===== src/swcr_pkg.sv =====
package swcr_pkg;

  // register index on the documented 7-bit address
  localparam logic [6:0] ADDR_PAYLOAD3 = 7'h30;
  localparam logic [6:0] ADDR_PAYLOAD2 = 7'h31;
  localparam logic [6:0] ADDR_PAYLOAD1 = 7'h32;
  localparam logic [6:0] ADDR_PAYLOAD0 = 7'h33;
  localparam logic [6:0] ADDR_TOL_CFG = 7'h34;
  localparam logic [6:0] ADDR_TRIM_LOW = 7'h38;
  localparam logic [6:0] ADDR_OPT_TRIM_HIGH = 7'h39;
  localparam logic [6:0] ADDR_CAL_HIGH = 7'h3A;

  // tolerance configuration field positions
  localparam int TOL_RSVD_HI = 7;
  localparam int TOL_RSVD_LO = 6;
  localparam int TOL_SUPPRESS_BIT = 5;
  localparam int TOL_BYPASS_BIT = 4;
  localparam int TOL_FILT_HI = 3;
  localparam int TOL_FILT_LO = 1;
  localparam int TOL_ENABLE_BIT = 0;

  // options register field positions
  localparam int OPT_RX_SEL_BIT = 7;
  localparam int OPT_RSVD_HI = 6;
  localparam int OPT_RSVD_LO = 5;
  localparam int OPT_TRIM_HI = 4;
  localparam int OPT_TRIM_LO = 0;

  // reset values
  localparam logic [7:0] RST_PAYLOAD = 8'h00;
  localparam logic [7:0] RST_TOL_CFG = 8'h00;
  localparam logic [7:0] RST_TRIM_LOW = 8'h00;
  localparam logic [4:0] RST_TRIM_HIGH = 5'h00;
  localparam logic RST_RX_SEL = 1'b0;
  localparam logic [7:0] RSVD_READ = 8'h00;

  // trim unlock code
  localparam logic [1:0] TRIM_UNLOCK = 2'h3;

  // dominant filter timing
  localparam int CLK_PERIOD_NS = 50;
  localparam int FILT_STEP_NS = 50;
  localparam int FILT_LONG_NS = 775;
  localparam logic [2:0] FILT_LONG_CODE = 3'h7;
  localparam int FILT_STEP_CYC = (FILT_STEP_NS + CLK_PERIOD_NS - 1) / CLK_PERIOD_NS;
  localparam int FILT_LONG_CYC = (FILT_LONG_NS + CLK_PERIOD_NS - 1) / CLK_PERIOD_NS;

  typedef struct packed {
    logic [7:0] payload_byte_three;
    logic [7:0] payload_byte_two;
    logic [7:0] payload_byte_one;
    logic [7:0] payload_byte_zero;
  } swcr_payload_t;

  typedef struct packed {
    logic error_counter_active;
    logic analog_filter_bypass;
    logic [2:0] dominant_filter_time;
    logic [4:0] dominant_filter_cycles;
    logic tolerant_mode_enable;
  } swcr_tol_t;

  typedef struct packed {
    logic [12:0] oscillator_trim_value;
    logic wake_receiver_select;
  } swcr_osc_t;

endpackage


===== src/swcr_regs.sv =====
// Behaviour
// RULE_01 - payload bytes are full read-write, reset zero
// RULE_02 - reserved bits ignore writes, read zero
// RULE_03 - suppress counter only with tolerant mode on
// RULE_04 - silence expiry clears the suppress bit
// RULE_05 - bypass bit routes around analog filter
// RULE_06 - dominant filter independent of the bypass
// RULE_07 - filter codes 50 ns steps, 111 is 775 ns
// RULE_08 - bit zero enables tolerant mode
// RULE_09 - trim writes only with unlock code 11
// RULE_10 - thirteen trim bits split over two registers
// RULE_11 - fine trim bits give 32 monotonic steps
// RULE_12 - software leaves temperature trim bits alone
// RULE_13 - receiver select bit, unlock code 11 only
// RULE_14 - software prefers the low-power receiver
// RULE_15 - software rewrites coarse trim unchanged
// RULE_16 - calibration high byte is read-only
`timescale 1ns/100ps
module swcr_regs
  import swcr_pkg::*;
(
  // clock, reset, enable
  input wire logic clk,
  input wire logic resetn,
  input wire logic clk_en,
  // register access from the serial decoder
  input wire logic [6:0] reg_addr,
  input wire logic [7:0] reg_wdata,
  input wire logic reg_wr,
  input wire logic reg_rd,
  output logic [7:0] reg_rdata,
  output logic reg_rvalid,
  // device state
  input wire logic [1:0] trim_enable,
  input wire logic silence_expired,
  input wire logic [7:0] calibration_high_byte,
  // configuration to frame matching and analog
  output swcr_payload_t payload,
  output swcr_tol_t tolerance,
  output swcr_osc_t oscillator
);

  logic [7:0] payload_q [4];
  logic error_counter_suppress;
  logic analog_filter_bypass;
  logic [2:0] dominant_filter_time;
  logic tolerant_mode_enable;
  logic [7:0] trim_low;
  logic [4:0] trim_high;
  logic wake_receiver_select;

  // decode function, used by the write paths only; the read path decodes with a case
  function automatic logic hit(input logic [6:0] addr, input logic [6:0] target);
    hit = (addr == target);
  endfunction

  function automatic logic [4:0] filter_cycles(input logic [2:0] code);
    logic [4:0] steps;
    steps = 5'({2'h0, code} + 5'h01);
    if (code == FILT_LONG_CODE)
      filter_cycles = 5'(FILT_LONG_CYC);
    else
      filter_cycles = 5'(steps * 5'(FILT_STEP_CYC));
  endfunction

  wire logic step = clk_en;
  wire logic wr_tol = step && reg_wr && hit(reg_addr, ADDR_TOL_CFG);
  wire logic unlocked = (trim_enable == TRIM_UNLOCK);
  wire logic wr_trim_low = step && reg_wr && unlocked && hit(reg_addr, ADDR_TRIM_LOW); // see RULE_09
  wire logic wr_opt = step && reg_wr && unlocked && hit(reg_addr, ADDR_OPT_TRIM_HIGH); // see RULE_09
  wire logic silence_clear = step && silence_expired;
  wire logic [6:0] payload_addr [4];
  assign payload_addr[0] = ADDR_PAYLOAD0;
  assign payload_addr[1] = ADDR_PAYLOAD1;
  assign payload_addr[2] = ADDR_PAYLOAD2;
  assign payload_addr[3] = ADDR_PAYLOAD3;

  // payload match bytes
  genvar gi;
  generate
    for (gi = 0; gi < 4; gi++)
    begin : g_payload
      wire logic wr_byte = step && reg_wr && hit(reg_addr, payload_addr[gi]);
      always_ff @(posedge clk or negedge resetn)
      begin
        if (!resetn)
          payload_q[gi] <= RST_PAYLOAD; // see RULE_01
        else if (wr_byte)
          payload_q[gi] <= reg_wdata; // see RULE_01
      end
    end
  endgenerate

  // tolerance configuration; hardware clear beats a same-cycle software set
  wire logic next_suppress = silence_clear ? 1'b0 : // see RULE_04
                             (wr_tol ? reg_wdata[TOL_SUPPRESS_BIT] : error_counter_suppress);

  always_ff @(posedge clk or negedge resetn)
  begin
    if (!resetn)
      error_counter_suppress <= RST_TOL_CFG[TOL_SUPPRESS_BIT];
    else
      error_counter_suppress <= next_suppress; // see RULE_04
  end

  always_ff @(posedge clk or negedge resetn)
  begin
    if (!resetn)
    begin
      analog_filter_bypass <= RST_TOL_CFG[TOL_BYPASS_BIT];
      dominant_filter_time <= RST_TOL_CFG[TOL_FILT_HI:TOL_FILT_LO];
      tolerant_mode_enable <= RST_TOL_CFG[TOL_ENABLE_BIT];
    end
    else if (wr_tol)
    begin
      analog_filter_bypass <= reg_wdata[TOL_BYPASS_BIT]; // see RULE_05
      dominant_filter_time <= reg_wdata[TOL_FILT_HI:TOL_FILT_LO]; // see RULE_07
      tolerant_mode_enable <= reg_wdata[TOL_ENABLE_BIT]; // see RULE_08
    end
  end

  // oscillator trim, low byte
  always_ff @(posedge clk or negedge resetn)
  begin
    if (!resetn)
      trim_low <= RST_TRIM_LOW;
    else if (wr_trim_low)
      trim_low <= reg_wdata; // see RULE_10
  end

  // options: receiver select and coarse trim share one write
  always_ff @(posedge clk or negedge resetn)
  begin
    if (!resetn)
    begin
      trim_high <= RST_TRIM_HIGH;
      wake_receiver_select <= RST_RX_SEL;
    end
    else if (wr_opt)
    begin
      trim_high <= reg_wdata[OPT_TRIM_HI:OPT_TRIM_LO]; // see RULE_10
      wake_receiver_select <= reg_wdata[OPT_RX_SEL_BIT]; // see RULE_13
    end
  end

  // read image; reserved positions tied low
  wire logic [7:0] tol_image = {2'h0, error_counter_suppress, analog_filter_bypass,
                                dominant_filter_time, tolerant_mode_enable}; // see RULE_02
  wire logic [7:0] opt_image = {wake_receiver_select, 2'h0, trim_high}; // see RULE_02

  logic [7:0] read_mux;
  always_comb
  begin
    read_mux = RSVD_READ;
    case (reg_addr)
      ADDR_PAYLOAD3: read_mux = payload_q[3];
      ADDR_PAYLOAD2: read_mux = payload_q[2];
      ADDR_PAYLOAD1: read_mux = payload_q[1];
      ADDR_PAYLOAD0: read_mux = payload_q[0];
      ADDR_TOL_CFG: read_mux = tol_image;
      ADDR_TRIM_LOW: read_mux = trim_low;
      ADDR_OPT_TRIM_HIGH: read_mux = opt_image;
      ADDR_CAL_HIGH: read_mux = calibration_high_byte; // see RULE_16
      default: read_mux = RSVD_READ;
    endcase
  end

  // read data registered so it is stable for the serial shifter
  always_ff @(posedge clk or negedge resetn)
  begin
    if (!resetn)
    begin
      reg_rdata <= RSVD_READ;
      reg_rvalid <= 1'b0;
    end
    else if (step)
    begin
      reg_rvalid <= reg_rd;
      if (reg_rd)
        reg_rdata <= read_mux;
    end
  end

  // configuration outputs
  assign payload.payload_byte_three = payload_q[3];
  assign payload.payload_byte_two = payload_q[2];
  assign payload.payload_byte_one = payload_q[1];
  assign payload.payload_byte_zero = payload_q[0];
  assign tolerance.error_counter_active = !(error_counter_suppress && tolerant_mode_enable); // see RULE_03
  assign tolerance.analog_filter_bypass = analog_filter_bypass; // see RULE_05
  assign tolerance.dominant_filter_time = dominant_filter_time;
  // filter length never looks at the bypass: it sits after the analog path
  assign tolerance.dominant_filter_cycles = filter_cycles(dominant_filter_time); // see RULE_06
  assign tolerance.tolerant_mode_enable = tolerant_mode_enable; // see RULE_08
  // fine steps are bits 4:0, so a plain binary value keeps them monotonic
  assign oscillator.oscillator_trim_value = {trim_high, trim_low}; // see RULE_11
  assign oscillator.wake_receiver_select = wake_receiver_select; // see RULE_13

  // checks
  payload_write_a: assert property (@(posedge clk) disable iff (!resetn) // see RULE_01
    (clk_en && reg_wr && reg_addr == ADDR_PAYLOAD0) |=> payload.payload_byte_zero == $past(reg_wdata))
    else $error("payload byte zero missed its write");

  // bit 5 of the tolerance image is live, so each register gets its own reserved mask
  reserved_zero_a: assert property (@(posedge clk) disable iff (!resetn) // see RULE_02
    (clk_en && reg_rd && reg_addr == ADDR_TOL_CFG)
    |=> reg_rvalid && reg_rdata[7:6] == 2'h0)
    else $error("tolerance reserved bits read back nonzero");

  reserved_opt_a: assert property (@(posedge clk) disable iff (!resetn) // see RULE_02
    (clk_en && reg_rd && reg_addr == ADDR_OPT_TRIM_HIGH)
    |=> reg_rvalid && reg_rdata[6:5] == 2'h0)
    else $error("options reserved bits read back nonzero");

  counter_gate_a: assert property (@(posedge clk) disable iff (!resetn) // see RULE_03
    !tolerance.error_counter_active |-> (error_counter_suppress && tolerance.tolerant_mode_enable))
    else $error("error counter suppressed without tolerant mode");

  silence_clear_a: assert property (@(posedge clk) disable iff (!resetn) // see RULE_04
    (clk_en && silence_expired) |=> !error_counter_suppress && tolerance.error_counter_active)
    else $error("silence expiry left suppress bit set");

  bypass_follow_a: assert property (@(posedge clk) disable iff (!resetn) // see RULE_05
    (clk_en && reg_wr && reg_addr == ADDR_TOL_CFG) |=> tolerance.analog_filter_bypass == $past(reg_wdata[4]))
    else $error("bypass bit did not follow its write");

  filter_hold_a: assert property (@(posedge clk) disable iff (!resetn) // see RULE_06
    $changed(tolerance.analog_filter_bypass) && $stable(tolerance.dominant_filter_time)
    |-> $stable(tolerance.dominant_filter_cycles))
    else $error("dominant filter moved with the bypass");

  filter_long_a: assert property (@(posedge clk) disable iff (!resetn) // see RULE_07
    tolerance.dominant_filter_time == 3'h7 |-> tolerance.dominant_filter_cycles == 5'h10)
    else $error("code seven does not give 775 ns");

  filter_step_a: assert property (@(posedge clk) disable iff (!resetn) // see RULE_07
    tolerance.dominant_filter_time != 3'h7
    |-> tolerance.dominant_filter_cycles == {2'h0, tolerance.dominant_filter_time} + 5'h01)
    else $error("filter code does not give 50 ns steps");

  tolerant_enable_a: assert property (@(posedge clk) disable iff (!resetn) // see RULE_08
    (clk_en && reg_wr && reg_addr == ADDR_TOL_CFG && !silence_expired)
    |=> tolerance.tolerant_mode_enable == $past(reg_wdata[0]) && error_counter_suppress == $past(reg_wdata[5]))
    else $error("tolerance register write lost");

  trim_locked_a: assert property (@(posedge clk) disable iff (!resetn) // see RULE_09
    (trim_enable != 2'h3 || !reg_wr || !clk_en) |=> $stable(oscillator))
    else $error("trim changed while locked");

  trim_split_a: assert property (@(posedge clk) disable iff (!resetn) // see RULE_10
    (clk_en && reg_wr && trim_enable == 2'h3 && reg_addr == ADDR_OPT_TRIM_HIGH)
    |=> oscillator.oscillator_trim_value[12:8] == $past(reg_wdata[4:0])
        && oscillator.wake_receiver_select == $past(reg_wdata[7])) // see RULE_13
    else $error("options write not placed in trim bits 12:8");

  cal_readonly_a: assert property (@(posedge clk) disable iff (!resetn) // see RULE_16
    (clk_en && reg_rd && reg_addr == ADDR_CAL_HIGH) |=> reg_rdata == $past(calibration_high_byte))
    else $error("calibration byte read wrong");

  payload_three_a: assert property (@(posedge clk) disable iff (!resetn) // see RULE_01
    (clk_en && reg_wr && reg_addr == ADDR_PAYLOAD3)
    |=> payload.payload_byte_three == $past(reg_wdata))
    else $error("payload byte three missed its write");

  payload_two_a: assert property (@(posedge clk) disable iff (!resetn) // see RULE_01
    (clk_en && reg_wr && reg_addr == ADDR_PAYLOAD2)
    |=> payload.payload_byte_two == $past(reg_wdata))
    else $error("payload byte two missed its write");

  payload_one_a: assert property (@(posedge clk) disable iff (!resetn) // see RULE_01
    (clk_en && reg_wr && reg_addr == ADDR_PAYLOAD1)
    |=> payload.payload_byte_one == $past(reg_wdata))
    else $error("payload byte one missed its write");

  payload_hold_a: assert property (@(posedge clk) disable iff (!resetn) // see RULE_01
    !(clk_en && reg_wr && reg_addr == ADDR_PAYLOAD3)
    |=> $stable(payload.payload_byte_three))
    else $error("payload byte three moved without a write");

  state_freeze_a: assert property (@(posedge clk) disable iff (!resetn) // see RULE_01
    !clk_en
    |=> $stable(payload) && $stable(oscillator) && $stable(reg_rvalid) && $stable(reg_rdata))
    else $error("state moved while the clock enable was low");

  rvalid_pulse_a: assert property (@(posedge clk) disable iff (!resetn) // see RULE_02
    (clk_en && !reg_rd)
    |=> !reg_rvalid)
    else $error("read valid stood without a read");

  rdata_hold_a: assert property (@(posedge clk) disable iff (!resetn) // see RULE_02
    !(clk_en && reg_rd)
    |=> $stable(reg_rdata))
    else $error("read data moved without a read");

  suppress_on_a: assert property (@(posedge clk) disable iff (!resetn) // see RULE_03
    (error_counter_suppress && tolerance.tolerant_mode_enable)
    |-> !tolerance.error_counter_active)
    else $error("error counter left active while suppressed");

  suppress_off_a: assert property (@(posedge clk) disable iff (!resetn) // see RULE_03
    !error_counter_suppress
    |-> tolerance.error_counter_active)
    else $error("error counter stopped without suppress bit");

  silence_wins_a: assert property (@(posedge clk) disable iff (!resetn) // see RULE_04
    (clk_en && silence_expired && reg_wr && reg_addr == ADDR_TOL_CFG && reg_wdata[5])
    |=> !error_counter_suppress)
    else $error("software set beat the silence clear");

  bypass_hold_a: assert property (@(posedge clk) disable iff (!resetn) // see RULE_05
    !(clk_en && reg_wr && reg_addr == ADDR_TOL_CFG)
    |=> $stable(tolerance.analog_filter_bypass))
    else $error("bypass bit moved without a write");

  filter_free_a: assert property (@(posedge clk) disable iff (!resetn) // see RULE_06
    $stable(tolerance.dominant_filter_time)
    |-> $stable(tolerance.dominant_filter_cycles))
    else $error("dominant filter length moved on its own");

  filter_write_a: assert property (@(posedge clk) disable iff (!resetn) // see RULE_07
    (clk_en && reg_wr && reg_addr == ADDR_TOL_CFG)
    |=> tolerance.dominant_filter_time == $past(reg_wdata[3:1]))
    else $error("filter code not taken from bits 3:1");

  enable_hold_a: assert property (@(posedge clk) disable iff (!resetn) // see RULE_08
    !(clk_en && reg_wr && reg_addr == ADDR_TOL_CFG)
    |=> $stable(tolerance.tolerant_mode_enable))
    else $error("tolerant mode moved without a write");

  trim_low_a: assert property (@(posedge clk) disable iff (!resetn) // see RULE_09
    (clk_en && reg_wr && trim_enable == 2'h3 && reg_addr == ADDR_TRIM_LOW)
    |=> oscillator.oscillator_trim_value[7:0] == $past(reg_wdata))
    else $error("unlocked trim low write lost");

  receiver_locked_a: assert property (@(posedge clk) disable iff (!resetn) // see RULE_13
    (trim_enable != 2'h3 || !clk_en)
    |=> $stable(oscillator.wake_receiver_select))
    else $error("receiver select changed while locked");

  cal_ignore_a: assert property (@(posedge clk) disable iff (!resetn) // see RULE_16
    (clk_en && reg_wr && reg_addr == ADDR_CAL_HIGH && !silence_expired)
    |=> $stable(oscillator) && $stable(payload) && $stable(tolerance))
    else $error("write to calibration byte changed state");

endmodule


===== config.mk =====
export PLATFORM = sky130hd
export DESIGN_NAME = swcr_regs
export DESIGN_NICKNAME = d
export VERILOG_FILES = /design/src/swcr_pkg.sv /design/src/swcr_regs.sv
export SDC_FILE = /design/constraint.sdc
export NUM_CORES = 1
export LEC_CHECK = 0
export CAP_MARGIN = 25
export CORE_UTILIZATION = 30
export CTS_BUF_LIST = sky130_fd_sc_hd__clkbuf_16
export DETAILED_ROUTE_END_ITERATION = 10
export DONT_BUFFER_PORTS = 1
export GPL_TIMING_DRIVEN = 0
export PLACE_DENSITY = 0.45
export SLEW_MARGIN = 20
export SYNTH_ARGS = -nofsm -noshare
export SYNTH_HDL_FRONTEND = slang
export SYNTH_SLANG_ARGS = --single-unit

===== constraint.sdc =====
create_clock -name clk -period 2.7 [get_ports clk]
set_input_delay 0.54 -clock clk [delete_from_list [all_inputs] [get_ports clk]]
set_output_delay 0.54 -clock clk [all_outputs]
set_load 0.02 [all_outputs]

# After elaboration in Yosys (flattened, before gate mapping)

Cells that the tools add are included.

Register bits after elaboration: 61
Latch bits: 0
Bits in writable memories: 0
ROM bits: 0
Input port bits: 31
Output and inout bits: 66
Logic and storage cells: 42
Memories: 0

Add/subtract/negate cells: 1
$mul: 0
Divide/modulo/power cells: 0
Magnitude comparators: 0
Eq/ne operators: 10
Shift operators: 0
Muxes and demuxes: 4
Bitwise operators: 0
Reductions and logical operators: 14

Operators with widths:

| cell                                                             | count |
|---|---|
| 8-bit case mux with 8 select lines                               | 1 |
| 7-bit by 6-bit == test with 1-bit output (second input constant) | 8 |
| 1-bit logical AND                                                | 11 |
| 5-bit two-way mux                                                | 1 |
| 3-bit by 1-bit adder with 4-bit output (second input constant)   | 1 |
| 3-bit == test (second input constant)                            | 1 |
| 2-bit == test (second input constant)                            | 1 |
| 1-bit two-way mux                                                | 2 |
| 2-bit AND reduction                                              | 1 |
| 2-bit nonzero test                                               | 1 |
| 1-bit zero test                                                  | 1 |

# Depth between registers and ports, before layout

Word-level depth: 4
Gate-level depth with buffers: 6
Mapped depth without buffers: 4

# Least setup slack after synthesis

No wires, ideal clock.

Kind: input to register
From: in reg_addr[3]
To: reg payload_q (netlist bit payload[24])
Setup time: 0.125 ns
Arrival time: 2.013 ns
Required time: 2.575 ns
Setup slack: 0.562 ns
Stages on the path: 5
Buffers on the path: 2
Cell sequence: buf_2 or4_1 buf_2 nor2_2 mux2_2

Word-level cells in the longest chain between the ends: 2

RTL lines:

| what                                     | line            | text |
|---|---|---|
| start, declared                          | swcr_regs.sv:27 | `input wire logic [6:0] reg_addr,` |
| 7-bit by 6-bit == test with 1-bit output | swcr_regs.sv:54 | `hit = (addr == target);` |
| 1-bit logical AND                        | swcr_regs.sv:83 | `wire logic wr_byte = step && reg_wr && hit(reg_addr, payload_addr[gi]);` |
| end signal, assigned by index            | swcr_regs.sv:89 | `payload_q[gi] <= reg_wdata;` |
| end, declared                            | swcr_regs.sv:43 | `logic [7:0] payload_q [4];` |

Every way passes these cells.
A chain may end at the register's enable or synchronous reset.

==> results by group <==
Setup path
  • Top cell family by delay on the critical path: adder cells
  • FF-to-FF End: reg_rdata[4]
  • R2R cell count: 4
  • Critical path peak fanout: 6
  • Worst EP required: roughly 2.2 ns
  • Critical path launch point type: flop
  • CP endpoint kind: primary output
  • CP max stage delay: roughly 0.50 ns
  • Crit-path slowest cell: dfrtp_1
  • Critical path depth: 3
  • Flop-to-flop setup slack: around 1.1 ns
  • Crit path DAT: between 1.5 and 2 ns
  • Crit path buf inv count: 0
  • Crit-path cells: ha_1, ha_1, and4b_1
  • CP most frequent cell: ha_1
  • Crit Path Class: flop to primary output
  • Crit path from: dominant_filter_time[0]
  • Worst r2r src: payload[12]

Final layout
  • Area of the multi-input gates: around 1400 sq um
  • Share of post-route cells with drive strength above 1: 0.363
  • Most frequent cells in the layout: dfrtp_1, mux2_2, nand2_1
  • Layout Cells excl Fill: ~380
  • Most common cell after layout, fill and taps aside: dfrtp_1
  • Antenna diodes: 0
  • FF+latch area: around 1500 sq um
  • Area growth syn-to-layout: 15.5%
  • Final non-filler cell area: 3450 sq um
  • Fillcell total: ~1000
  • Fin nets: about 280

STA
  • Hold Fails Final Rpt: 0
  • WHS: 0.0757 ns
  • Worst rel slew slack: 0.395
  • Max-slew violations: 0
  • RSZ-0062 raised after global routing: false
  • Final setup vio count: 0
  • Setup TNS: 0 ns
  • Clk_skew: a little under 0.007 ns
  • Clock period minus final worst setup slack: approximately 2.3 ns
  • Fmax: 429 MHz
  • Worst-margin pin slew: roughly 0.9 ns
  • Final period util: 0.862

Synth
  • Register area share after synthesis: 0.511
  • Flops & latches, synth: 61
  • Syn Area/Cell: between 10 and 15 sq um
  • Synthesized net count: 266
  • Gate Count Post-Synth: roughly 230
  • Ys async rst share: 1.00
  • Unique masters post-synth: 39
  • EDFF count, synth: 0
  • Yosys warning count: 0
  • Post-Syn Area: around 3000 sq um
  • Ys flop type: dfrtp_1

Pwr
  • P per Cell Area: roughly 650 nW/um^2
  • Overall power: 2.24 mW
  • Peak VDD IR: approximately 0.00021 V
  • Leakage power: between 1.5 and 2 nW

Floorplan
  • Initial core utilization: 0.307
  • Core ar.: 9730 sq um
  • Die W: 102 um
  • Row count: 36
  • Chip height: about 100 um
  • # IOs: 97
  • Die ar.: 10400 sq um

Drt
  • DR WL/cell: approximately 22 um
  • Number of routed nets with antenna violations: 0
  • DRC viols: 0
  • First DRT Iteration DRCs: between 60 and 70
  • Detailed-router iteration count before antenna repair: 4
  • DR vias/cell: ~5.2
  • Vias: 1977
  • DRT Wirelength: ~8.5 mm

Clock tree
  • Num CTS Buffers: 9
  • CTS Sinks: roughly 60
  • Number of H-tree levels: 3
  • Root Driver: clkbuf_16
  • Largest buffer count on any clock path: 2
  • Reg clk slew, reported paths: roughly 0.05 ns
  • Setup Buffers After CTS: 0
  • CTS tree: done
  • Clk_lat worst skew: 0.33 ns

Outcome
  • Status: finished clean

Place
  • HPWL Detailed: 6.00 mm
  • Final Wtd Congestion: 0.705
  • Dpl cells: about 370
  • Area after DPL: 3160 sq um
  • IO Port Bufs: 0

GRT
  • All-Layer GR Usage: 0.177
  • Initial antenna violation count: 0
  • Largest net degree at the start of global routing: 62
  • Vias in the first global route: approximately 2000
  • Gr ovfl total: 0
  • Global-route wire length before repair: 12.9 mm

Run
  • MaxCap Viol Count: 0

Min path
  • Hold crit path type: primary input to asynchronous set/reset pin
## metal layers
layer / global-route usage / routed length (um) / vias to the layer above
met4: 0.0593 / 111 / 0
met3: 0.0705 / 709 / 13
met5: 0 / 0 / -
met1: 0.237 / 3790 / 1006
met2: 0.260 / 3900 / 66
li1: - / - / 892
## synth_stat cells (3+ instances only)
master / number / area share
o21ai_0: 10 / 0.017
a21oi_1: 4 / 0.0067
mux2i_1: 9 / 0.030
nor2_1: 6 / 0.0075
and2_1: 4 / 0.0084
buf_4: 3 / 0.0075
dfrtp_1: 61 / 0.51
nand2_1: 14 / 0.018
nor4_1: 4 / 0.0084
nor2b_1: 4 / 0.0084
buf_2: 4 / 0.0067
a221oi_1: 8 / 0.023
clkbuf_1: 6 / 0.0075
nor2_2: 4 / 0.0084
a221o_1: 4 / 0.013
mux2_2: 59 / 0.22
## metrics by stage
| step | setup slack, ns | util |
|---|---|---|
| 6_report | 0.371 | 0.355 |
| 5_1_grt | 0.317 | 0.355 |
| 4_1_cts | 0.357 | 0.355 |
| 3_5_place_dp | 0.203 | 0.324 |
| 3_3_place_gp | 0.203 | 0.324 |
| 2_1_floorplan | 0.562 | - |
## area by class of cell
type | instances | share of cell area
plain buffers | 14 | 0.0199
clock buffers | 9 | 0.0652
clock inverters | 5 | 0.0130
inverters | 3 | 0.00326
multi-input cells | 155 | 0.400
flip-flops and latches | 61 | 0.442
well taps | 133 | 0.0482
repair buffers | 1 | 0.00797
## power breakdown
| group | internal [mW] | switching (mW) |
|---|---|---|
| clock network | 0.689 | 0.386 |
| logic | 0.0618 | 0.0882 |
| registers | 0.947 | 0.0695 |
| total | 1.70 | 0.544 |
## registers in the layout (all words and copies together) (netlist names), 3 cells and up
| signal | cells |
|---|---|
| dominant_filter_time | 3 |
| reg_rdata | 8 |
| payload | 32 |
| trim_high | 5 |
| trim_low | 8 |
## worst max-delay path by stage
| stage | to | slack (ns) |
|---|---|---|
| final | tolerance[4] | 0.37 |
| after global routing | tolerance[4] | 0.32 |
| after CTS | tolerance[4] | 0.36 |
| after detailed placement | payload[4] | 0.20 |
| after global placement | payload[1] | 0.20 |
| after floorplan | payload[24] | 0.56 |
## cells by family (layout without fill, tap and decap cells)
family | count (synthesis) | count (layout) | synth area share
buf+inv | 17 | 32 | 0.0268
mux | 70 | 70 | 0.267
flops | 61 | 61 | 0.511
compound gates | 34 | 34 | 0.0854
fa+ha+maj | 2 | 2 | 0.00837
simple gates | 49 | 49 | 0.101
## repair_timing
action	in CTS	in global routing
endpoints found under the hold margin	61	0
hold buffers	1	0
gates resized for setup	0	0
(Power assumes the default switching activity.)
